**config.mk**
```make
export PLATFORM = sky130hd
export DESIGN_NAME = irq_status_regs
export DESIGN_NICKNAME = d
export VERILOG_FILES = /design/src/common/irq_status_pkg.sv /design/src/rtl/irq_status_regs.sv
export SDC_FILE = /design/constraint.sdc
export NUM_CORES = 1
export LEC_CHECK = 0
export BUFFER_PORTS_ARGS = -buffer_cell sky130_fd_sc_hd__buf_4
export CAP_MARGIN = 20
export CORE_AREA = 4 4 97 191
export CTS_CLUSTER_SIZE = 16
export DETAILED_ROUTE_END_ITERATION = 10
export DIE_AREA = 0 0 101 195
export GPL_TIMING_DRIVEN = 0
export HOLD_SLACK_MARGIN = 0.03
export PLACE_DENSITY = 0.7
export REMOVE_ABC_BUFFERS = 1
export SLEW_MARGIN = 25
export SYNTH_ARGS = -nofsm -noshare
export SYNTH_HDL_FRONTEND = slang
export SYNTH_SLANG_ARGS = --single-unit
```
**constraint.sdc**
```tcl
create_clock -name ref_clk -period 3.3 [get_ports ref_clk]
set_input_delay 0.495 -clock ref_clk [delete_from_list [all_inputs] [get_ports ref_clk]]
set_output_delay 0.495 -clock ref_clk [all_outputs]
set_load 0.02 [all_outputs]
```
**src/common/irq_status_pkg.sv**
```systemverilog
`default_nettype none
package irq_status_pkg;

   // Bus geometry
   localparam int ADDR_W = 4;
   localparam int DATA_W = 32;
   localparam int STRB_W = DATA_W / 8;

   // Register byte offsets
   localparam logic [ADDR_W-1:0] OFS_STATUS = 4'h0;
   localparam logic [ADDR_W-1:0] OFS_RELOAD = 4'h4;
   localparam logic [ADDR_W-1:0] OFS_COUNT  = 4'h8;

   // Word index decode
   localparam int IDX_HI = 3;
   localparam int IDX_LO = 2;

   // Status word field layout
   localparam int PRIO_W   = 3;
   localparam int REQ_W    = 8;
   localparam int PRIO_LSB = 8;
   localparam int REQ_LSB  = 0;
   localparam int USED_W   = PRIO_W + REQ_W;
   localparam int PAD_W    = DATA_W - USED_W;

   // Reset values and the count step
   localparam logic [PRIO_W-1:0] PRIO_RST   = 3'h0;
   localparam logic [REQ_W-1:0]  REQ_RST    = 8'h00;
   localparam logic [DATA_W-1:0] RELOAD_RST = 32'h0000_0000;
   localparam logic [DATA_W-1:0] WORD_ZERO  = 32'h0000_0000;
   localparam logic [DATA_W-1:0] COUNT_ONE  = 32'h0000_0001;

   // AXI response codes
   localparam logic [1:0] RESP_OKAY   = 2'h0;
   localparam logic [1:0] RESP_SLVERR = 2'h2;

   typedef struct packed
   {
      logic [PAD_W-1:0]  pad;
      logic [PRIO_W-1:0] prio;
      logic [REQ_W-1:0]  req;
   } status_word_t;

   // Event from the controller core, same clock
   typedef struct packed
   {
      logic              presented;
      logic [PRIO_W-1:0] prio;
      logic              serviced;
      logic [REQ_W-1:0]  req;
      logic              trigger;
   } irq_event_t;

   typedef enum logic [1:0]
   {
      SEL_STATUS,
      SEL_RELOAD,
      SEL_COUNT,
      SEL_NONE
   } reg_sel_t;

endpackage
`default_nettype wire

```
**src/rtl/irq_status_regs.sv**
```systemverilog
// Design decisions made here: the AXI4-Lite register port and the placing of the registers.
`default_nettype none
// How it works
// - Bits 10 to 8 of the status word hold the latest presented priority.
// - Bits 7 to 0 hold the number of the request the core serviced last.
// - Both status fields reset to zero and change only by hardware.
// - Bits 31 to 11 of the status word always read as zero.
// - The reload register is 32 bits, read/write, and resets to zero.
// - An interrupt trigger loads the proximity timer from the reload value.
module irq_status_regs
(
   // Clock, reset, enable
   input  wire logic                                  ref_clk,
   input  wire logic                                  rst_n,
   input  wire logic                                  ce,
   // Controller core events
   input  wire irq_status_pkg::irq_event_t            irq_event,
   // Proximity timer
   output var  logic                                  prox_running,
   output var  logic                                  prox_expired,
   // AXI4-Lite write address
   input  wire logic                                  s_axi_awvalid,
   output var  logic                                  s_axi_awready,
   input  wire logic [irq_status_pkg::ADDR_W-1:0]     s_axi_awaddr,
   input  wire logic [2:0]                            s_axi_awprot,
   // AXI4-Lite write data
   input  wire logic                                  s_axi_wvalid,
   output var  logic                                  s_axi_wready,
   input  wire logic [irq_status_pkg::DATA_W-1:0]     s_axi_wdata,
   input  wire logic [irq_status_pkg::STRB_W-1:0]     s_axi_wstrb,
   // AXI4-Lite write response
   output var  logic                                  s_axi_bvalid,
   input  wire logic                                  s_axi_bready,
   output var  logic [1:0]                            s_axi_bresp,
   // AXI4-Lite read address
   input  wire logic                                  s_axi_arvalid,
   output var  logic                                  s_axi_arready,
   input  wire logic [irq_status_pkg::ADDR_W-1:0]     s_axi_araddr,
   input  wire logic [2:0]                            s_axi_arprot,
   // AXI4-Lite read data
   output var  logic                                  s_axi_rvalid,
   input  wire logic                                  s_axi_rready,
   output var  logic [irq_status_pkg::DATA_W-1:0]     s_axi_rdata,
   output var  logic [1:0]                            s_axi_rresp
);

   function automatic irq_status_pkg::reg_sel_t decode
   (
      input logic [irq_status_pkg::ADDR_W-1:0] addr
   );
      irq_status_pkg::reg_sel_t sel;
      sel = irq_status_pkg::SEL_NONE;
      if (addr[irq_status_pkg::IDX_HI:irq_status_pkg::IDX_LO] ==
          irq_status_pkg::OFS_STATUS[irq_status_pkg::IDX_HI:
                                     irq_status_pkg::IDX_LO])
         sel = irq_status_pkg::SEL_STATUS;
      else if (addr[irq_status_pkg::IDX_HI:irq_status_pkg::IDX_LO] ==
               irq_status_pkg::OFS_RELOAD[irq_status_pkg::IDX_HI:
                                          irq_status_pkg::IDX_LO])
         sel = irq_status_pkg::SEL_RELOAD;
      else if (addr[irq_status_pkg::IDX_HI:irq_status_pkg::IDX_LO] ==
               irq_status_pkg::OFS_COUNT[irq_status_pkg::IDX_HI:
                                         irq_status_pkg::IDX_LO])
         sel = irq_status_pkg::SEL_COUNT;
      return sel;
   endfunction

   // Byte-lane merge of a write into a stored word
   function automatic logic [irq_status_pkg::DATA_W-1:0] merge
   (
      input logic [irq_status_pkg::DATA_W-1:0] old_word,
      input logic [irq_status_pkg::DATA_W-1:0] new_word,
      input logic [irq_status_pkg::STRB_W-1:0] strb
   );
      logic [irq_status_pkg::DATA_W-1:0] res;
      res = old_word;
      for (int i = 0; i < irq_status_pkg::STRB_W; i++)
      begin
         if (strb[i])
            res[i*8 +: 8] = new_word[i*8 +: 8];
      end
      return res;
   endfunction

   logic [irq_status_pkg::PRIO_W-1:0]  prio_q;
   logic [irq_status_pkg::REQ_W-1:0]   req_q;
   logic [irq_status_pkg::DATA_W-1:0]  reload_q;
   logic [irq_status_pkg::DATA_W-1:0]  count_q;
   logic [irq_status_pkg::ADDR_W-1:0]  awaddr_q;
   logic [irq_status_pkg::DATA_W-1:0]  wdata_q;
   logic [irq_status_pkg::STRB_W-1:0]  wstrb_q;
   logic                               aw_have_q;
   logic                               w_have_q;
   irq_status_pkg::status_word_t       status_word;
   logic                               aw_fire;
   logic                               w_fire;
   logic                               wr_go;
   logic                               ar_fire;
   irq_status_pkg::reg_sel_t           wr_sel;
   irq_status_pkg::reg_sel_t           rd_sel;

   assign aw_fire = s_axi_awvalid && s_axi_awready;
   assign w_fire  = s_axi_wvalid && s_axi_wready;
   assign wr_go   = aw_have_q && w_have_q && !s_axi_bvalid;
   assign ar_fire = s_axi_arvalid && s_axi_arready;
   assign wr_sel  = decode(awaddr_q);
   assign rd_sel  = decode(s_axi_araddr);

   // Upper bits are hard zero, not storage
   assign status_word.pad  = '0;
   assign status_word.prio = prio_q;
   assign status_word.req  = req_q;

   // Status fields follow the core only; no bus path reaches them
   always_ff @(posedge ref_clk)
   begin
      if (!rst_n)
      begin
         prio_q <= irq_status_pkg::PRIO_RST;
         req_q  <= irq_status_pkg::REQ_RST;
      end
      else if (ce)
      begin
         if (irq_event.presented)
            prio_q <= irq_event.prio;
         if (irq_event.serviced)
            req_q <= irq_event.req;
      end
   end

   // Write address and data are latched separately, in either order
   always_ff @(posedge ref_clk)
   begin
      if (!rst_n)
      begin
         aw_have_q     <= 1'b0;
         w_have_q      <= 1'b0;
         s_axi_awready <= 1'b1;
         s_axi_wready  <= 1'b1;
         awaddr_q      <= '0;
         wdata_q       <= '0;
         wstrb_q       <= '0;
      end
      else if (ce)
      begin
         if (aw_fire)
         begin
            aw_have_q     <= 1'b1;
            s_axi_awready <= 1'b0;
            awaddr_q      <= s_axi_awaddr;
         end
         if (w_fire)
         begin
            w_have_q     <= 1'b1;
            s_axi_wready <= 1'b0;
            wdata_q      <= s_axi_wdata;
            wstrb_q      <= s_axi_wstrb;
         end
         if (wr_go)
         begin
            aw_have_q <= 1'b0;
            w_have_q  <= 1'b0;
         end
         // Ready returns only after the response is taken: one write at a time
         if (s_axi_bvalid && s_axi_bready)
         begin
            s_axi_awready <= 1'b1;
            s_axi_wready  <= 1'b1;
         end
      end
   end

   always_ff @(posedge ref_clk)
   begin
      if (!rst_n)
      begin
         s_axi_bvalid <= 1'b0;
         s_axi_bresp  <= irq_status_pkg::RESP_OKAY;
      end
      else if (ce)
      begin
         if (wr_go)
         begin
            s_axi_bvalid <= 1'b1;
            // Writes to read-only words are dropped but acknowledged
            s_axi_bresp  <= (wr_sel == irq_status_pkg::SEL_NONE) ?
                            irq_status_pkg::RESP_SLVERR :
                            irq_status_pkg::RESP_OKAY;
         end
         else if (s_axi_bready)
            s_axi_bvalid <= 1'b0;
      end
   end

   always_ff @(posedge ref_clk)
   begin
      if (!rst_n)
         reload_q <= irq_status_pkg::RELOAD_RST;
      else if (ce && wr_go && wr_sel == irq_status_pkg::SEL_RELOAD)
         reload_q <= merge(reload_q, wdata_q, wstrb_q);
   end

   // Read channel: data registered one cycle after the address is taken
   always_ff @(posedge ref_clk)
   begin
      if (!rst_n)
      begin
         s_axi_arready <= 1'b1;
         s_axi_rvalid  <= 1'b0;
         s_axi_rdata   <= irq_status_pkg::WORD_ZERO;
         s_axi_rresp   <= irq_status_pkg::RESP_OKAY;
      end
      else if (ce)
      begin
         if (ar_fire)
         begin
            s_axi_arready <= 1'b0;
            s_axi_rvalid  <= 1'b1;
            s_axi_rresp   <= irq_status_pkg::RESP_OKAY;
            case (rd_sel)
               irq_status_pkg::SEL_STATUS:
                  s_axi_rdata <= status_word;
               irq_status_pkg::SEL_RELOAD:
                  s_axi_rdata <= reload_q;
               irq_status_pkg::SEL_COUNT:
                  s_axi_rdata <= count_q;
               default:
               begin
                  s_axi_rdata <= irq_status_pkg::WORD_ZERO;
                  s_axi_rresp <= irq_status_pkg::RESP_SLVERR;
               end
            endcase
         end
         else if (s_axi_rvalid && s_axi_rready)
         begin
            s_axi_rvalid  <= 1'b0;
            s_axi_arready <= 1'b1;
         end
      end
   end

   // Proximity timer; a trigger while counting restarts it
   always_ff @(posedge ref_clk)
   begin
      if (!rst_n)
      begin
         count_q      <= irq_status_pkg::WORD_ZERO;
         prox_running <= 1'b0;
         prox_expired <= 1'b0;
      end
      else if (ce)
      begin
         prox_expired <= 1'b0;
         if (irq_event.trigger)
         begin
            count_q      <= reload_q;
            prox_running <= 1'b1;
         end
         else if (prox_running)
         begin
            if (count_q == irq_status_pkg::WORD_ZERO)
            begin
               prox_running <= 1'b0;
               prox_expired <= 1'b1;
            end
            else
               count_q <= count_q - irq_status_pkg::COUNT_ONE;
         end
      end
   end
endmodule
`default_nettype wire

```
# Word-level counts from Yosys, hierarchy flattened
# Index checks and enable logic that the tools add are counted.
# totals
word_cells	103
output_inout_bits	43
regBits	160
inputBits	72
# classes
n_reduce_logical	39
eq_ne	9
n_mux	32
n_addsub	1
# op_table
cell	n
$mux 32	3
$pmux 32 s3	1
$logic_not 32->1	1
$reduce_and 2->1	16
$sub 32x1->32 const B	1
$mux 1	22
$reduce_bool 2->1	7
$mux 2	6
$logic_and 1x1->1	9
$eq 2x1->1 const B	4
$eq 2x2->1 const B	4
$logic_not 2->1	3
$reduce_and 3->1	1
$reduce_or 3->1	1
$ne 2x2->1 const B	1
$logic_not 1->1	1

# Longest topological paths before layout
# logic_depth
word_depth	7
depth_mapped	10
depth_no_buf	7

# Least setup slack after synthesis
# OpenSTA, ideal clock, no wires.
# synth_timing
kind	reg-to-reg
startpoint	register count_q[0] in the netlist's numbering
endpoint	register count_q[0] in the netlist's numbering
setup_slack_ns	0.703
path_buffers	3
t_required_ns	3.178
stages_incl_launch_ff	11
t_arrival_ns	2.475
synth_period_minus_slack_ns	2.597
setup_time_ns	0.122
cell_sequence	dfxtp_1 > inv_1 > ha_1 > or3b_1 > clkbuf_1 > or4_4 > buf_6 > or3_4 > buf_6 > a32oi_1 > o21ai_1
# synth_between
elab_chain_cells	4
elab_cells_between_ends	7
classes_between	add/sub (1); eq/ne (1); mux (3); reduce/logical (2)
# synth_rtl
element	line	rtl
from (decl)	irq_status_regs.sv:88	logic [irq_status_pkg::DATA_W-1:0] count_q;
from (signal assigned)	irq_status_regs.sv:247	count_q <= irq_status_pkg::WORD_ZERO;
from (signal assigned)	irq_status_regs.sv:256	count_q <= reload_q;
from (signal assigned)	irq_status_regs.sv:267	count_q <= count_q - irq_status_pkg::COUNT_ONE;
$sub 32x1->32	irq_status_regs.sv:267	
$mux 32	irq_status_regs.sv:261	if (count_q == irq_status_pkg::WORD_ZERO)
$mux 32	irq_status_regs.sv:259	else if (prox_running)
$mux 32	irq_status_regs.sv:254	if (irq_event.trigger)
# Parallel ways exist; a longest one is shown, timed or not. The select of a mux whose other input is x is not followed.
# A chain may end at the register's enable or synchronous reset.

# Worst setup path after layout
# layout_timing
startpoint	register count_q[0] in the netlist's numbering
endpoint	register count_q[28] in the netlist's numbering
# Same word-level chain as after synthesis.

==> impl_metrics.env <==
export IMPL_io_buffers=102
export IMPL_synth_area_leaders="dfxtp_1 (45%), nand2_1 (8.8%), a21oi_1 (7.9%), nand3_1 (4.5%), nor2_1 (3.8%)"
export IMPL_cp_required_ns=3.60
export IMPL_finalPower_mw=5.774
export IMPL_p_per_area_nw_per_um2=682.7
export IMPL_dp_cells=1130
export IMPL_crit_type="reg -> reg"
export IMPL_clockPowerShare_pct=39.1
export IMPL_die_area_sq_um=19700
export IMPL_start_util_pct=40.55
export IMPL_num_antenna_cells=0
export IMPL_period_needed_ns=3.131
export IMPL_clkTransAtPathRegs_ns=0.06
export IMPL_route_detailed_drc=0
export IMPL_die_w_um=101
export IMPL_synth_compound_area_share_pct=20.84
export IMPL_yosys_area_top_type_share_pct=45.04
export IMPL_ys_warn_count=0
export IMPL_synth_cells=889
export IMPL_cp_cell_sequence="inv_1 -> ha_1 -> or3b_1 -> or4_4 -> or4_4 -> nand3_2 -> o22ai_1"
export IMPL_synth_edf_count=0
export IMPL_dp_slack_ns=0.1776
export IMPL_fin_nets=1012
export IMPL_detail_route_antenna_nets=0
export IMPL_setup_viol=0
export IMPL_async_reset_ff_share_pct=0
export IMPL_cap_violations=0
export IMPL_fmaxAchievable_mhz=319.4
export IMPL_yosys_area_top_type="dfxtp_1"
export IMPL_skew_ns=0.009287
export IMPL_grt_pass1_vias=6095
export IMPL_p_int_mw=3.928
export IMPL_nFillCells=1670
export IMPL_crit_path_end_kind="register"
export IMPL_crit_top_cell="or4_4"
export IMPL_critPathBufInv=1
export IMPL_hold_path_class="in -> reg"
export IMPL_outcome="finished, final reports clean"
export IMPL_cts_inserted_buffers=17
export IMPL_synth_seq_cells=156
export IMPL_die_h_um=195
export IMPL_max_slew_margin_pct=38.07
export IMPL_via_per_inst=5.761
export IMPL_htree_levels=4
export IMPL_cp_slowest_cell="or4_4"
export IMPL_swShare_pct=31.96
export IMPL_power_frac_comb_pct=24.4
export IMPL_fin_setup_tns_ns=0
export IMPL_cp_start_kind="register"
export IMPL_dr_first_iter_drc_count=534
export IMPL_dp_final_hpwl_um=13810
export IMPL_core_area_sq_um=17100
export IMPL_vias=6694
export IMPL_grt_max_degree=88
export IMPL_synth_top_family_by_area="simple AND/OR/NAND/NOR gates"
export IMPL_grt_pass1_wl_um=31950
export IMPL_synth_cell_type_count=52
export IMPL_grt_overflow=0
export IMPL_multiInputGateArea_sq_um=3490
export IMPL_synthFlopType="dfxtp_1"
export IMPL_seq_area_sq_um=3123
export IMPL_rsz0062_at_grt="no"
export IMPL_max_stage_delay_ns=0.70
export IMPL_p_leak_nw=3.178
export IMPL_dpl_instance_area_sq_um=7771
export IMPL_fin_ws_ns=0.1695
export IMPL_place_congestion=0.8972
export IMPL_whs_ns=0.2983
export IMPL_cts_hold_buf=0
export IMPL_path_delay_family="simple AND/OR/NAND/NOR gates"
export IMPL_cts_sinks=156
export IMPL_irDropWorstVdd_v=0.0004182
export IMPL_final_cells=1162
export IMPL_p_switching_mw=1.845
export IMPL_seq_area_frac_synth_pct=45.04
export IMPL_synth_area_mux_share_pct=1.877
export IMPL_arrival_ns=3.43
export IMPL_synthXorXnorAreaFrac_pct=0
export IMPL_wl_um=19960
export IMPL_synth_adder_area_share_pct=0.1804
export IMPL_io_pins=115
export IMPL_clockRootBuffer="clkbuf_16"
export IMPL_path_max_fanout=13
export IMPL_dr_pass1_iters=6
export IMPL_pwr_share_seq_pct=36.5
export IMPL_grt_total_usage_pct=20.14
export IMPL_clk_latency_ns=0.43
export IMPL_finalHoldViolations=0
export IMPL_cts_path_max_buffers=2
export IMPL_syn_area_sq_um=6934
export IMPL_rows=68
export IMPL_fin_crit_sh_pct=94.86
export IMPL_slew_violations=0
export IMPL_final_core_util_pct=49.45
export IMPL_syn_area_per_cell_sq_um=7.800
export IMPL_syn2layout_area_growth_pct=21.96
export IMPL_post_drt_wl_per_cell_um=17.18
export IMPL_finalInstanceArea_sq_um=8457
export IMPL_drive_above_1_share_pct=16.70
export IMPL_synthSimpleGateAreaFrac_pct=26.80
export IMPL_antenna_found_initial=0
export IMPL_cts_tree="yes"
export IMPL_tightest_slew_ns=0.9204
-- cell usage in the layout, fill, tap and decap left out, types with 3 or more instances in the layout --
cell,count
or4_1,10
inv_1,5
clkbuf_16,17
bufinv_16,6
o211ai_1,3
o22ai_1,4
dfxtp_1,156
nand3_2,3
a221oi_1,21
nor2_1,71
nand2_1,162
a21oi_1,110
o31ai_1,22
buf_4,105
nand4_1,6
nor4_1,12
a32oi_1,6
or3_1,6
mux2i_1,13
and3_1,4
o311ai_0,9
o21ai_0,13
a31oi_1,12
and2_1,5
a211oi_1,11
nand3_1,60
o21a_1,3
nor3_1,46
inv_6,3
-- area by class of cell --
type	instances	area share, %
inverter	6	0.3255
clock inverter	12	2.767
multi-input combinational	648	41.26
timing repair buffer	110	10.33
sequential	156	36.93
clock buffer	20	5.282
tap	210	3.107
-- power by group through the flow --
stage	clock (mW)	sequential [mW]	combinational (mW)
floorplan	0	2.15	0.866
detailed placement	0	2.14	1.38
CTS	2.30	2.10	1.38
finish	2.26	2.10	1.41
global route	2.37	2.12	1.52
global placement	0	2.14	1.36
-- worst register-to-register path, delay by kind of cell, from the launching register on --
family,cells,cell delay (ns)
and+or+nand+nor,4,2.19
DFF,1,0.38
adders and majority gates,1,0.19
AOI/OAI and AO/OA,1,0.14
buffers and inverters,1,0.09
-- synthesized netlist by cell type (3+ instances only) --
cell	instances
inv_1	6
o311ai_0	9
o21a_1	3
nand3_1	62
nor2b_1	3
buf_1	10
nor4_1	12
mux2i_1	13
and3_1	6
a221oi_1	21
a211oi_1	11
nand4_1	6
and2_1	5
o211ai_1	3
buf_6	3
nand2_1	162
clkbuf_1	62
dfxtp_1	156
a31oi_1	12
nor3b_1	3
nor3_1	46
o22ai_1	4
or4_1	10
a21oi_1	110
a32oi_1	6
nor2_1	71
o21ai_0	14
or3_1	6
buf_4	4
o31ai_1	23
-- metal layers --
layer  vias up  wire, um  global-route usage [%]
met2       295      9638                   31.99
met3        23      1500                   3.575
met5         -         0                       0
met1      3074      8463                   27.34
met4         0       361                   7.051
li1       3302         -                       -
-- state kept, by name (all words and copies together) (netlist names) --
| name | count |
|---|---|
| count_q | 32 |
| reload_q | 32 |
| s_axi_rdata | 32 |
| wdata_q | 32 |
| req_q | 8 |
| wstrb_q | 4 |
| prio_q | 3 |
| awaddr_q | 2 |
| aw_have_q | 1 |
| prox_expired | 1 |
| prox_running | 1 |
| s_axi_arready | 1 |
| s_axi_awready | 1 |
| s_axi_bresp | 1 |
| s_axi_bvalid | 1 |
| s_axi_rresp | 1 |
| s_axi_rvalid | 1 |
| s_axi_wready | 1 |
| w_have_q | 1 |
-- timing repair --
action / 4_1_cts / 5_1_grt
buffers inserted: 0 / 0
resized for setup: 0 / 1
setup endpoints to repair: 0 / 8
-- logic make-up (layout without fill, tap and decap cells) --
| logic type | after synthesis | in the layout |
|---|---|---|
| AO/OA/AOI/OAI | 229 | 229 |
| flip-flops | 156 | 156 |
| adder cells (fa/ha/maj) | 1 | 1 |
| other | 1 | 2 |
| buffers and inverters | 86 | 148 |
| multiplexers | 13 | 13 |
| AND/OR/NAND/NOR | 403 | 403 |
-- path summary, 6_finish.rpt --
kind	cells after the start	to	start	slack [ns]
max reg2reg	7	count_q[28]	count_q[0]	0.17
min	3	awaddr_q[3]	s_axi_awaddr[3]	0.30
min reg2reg	2	wdata_q[28]	wdata_q[28]	0.45
max	7	count_q[28]	count_q[0]	0.17
(Power assumes the default switching activity.)
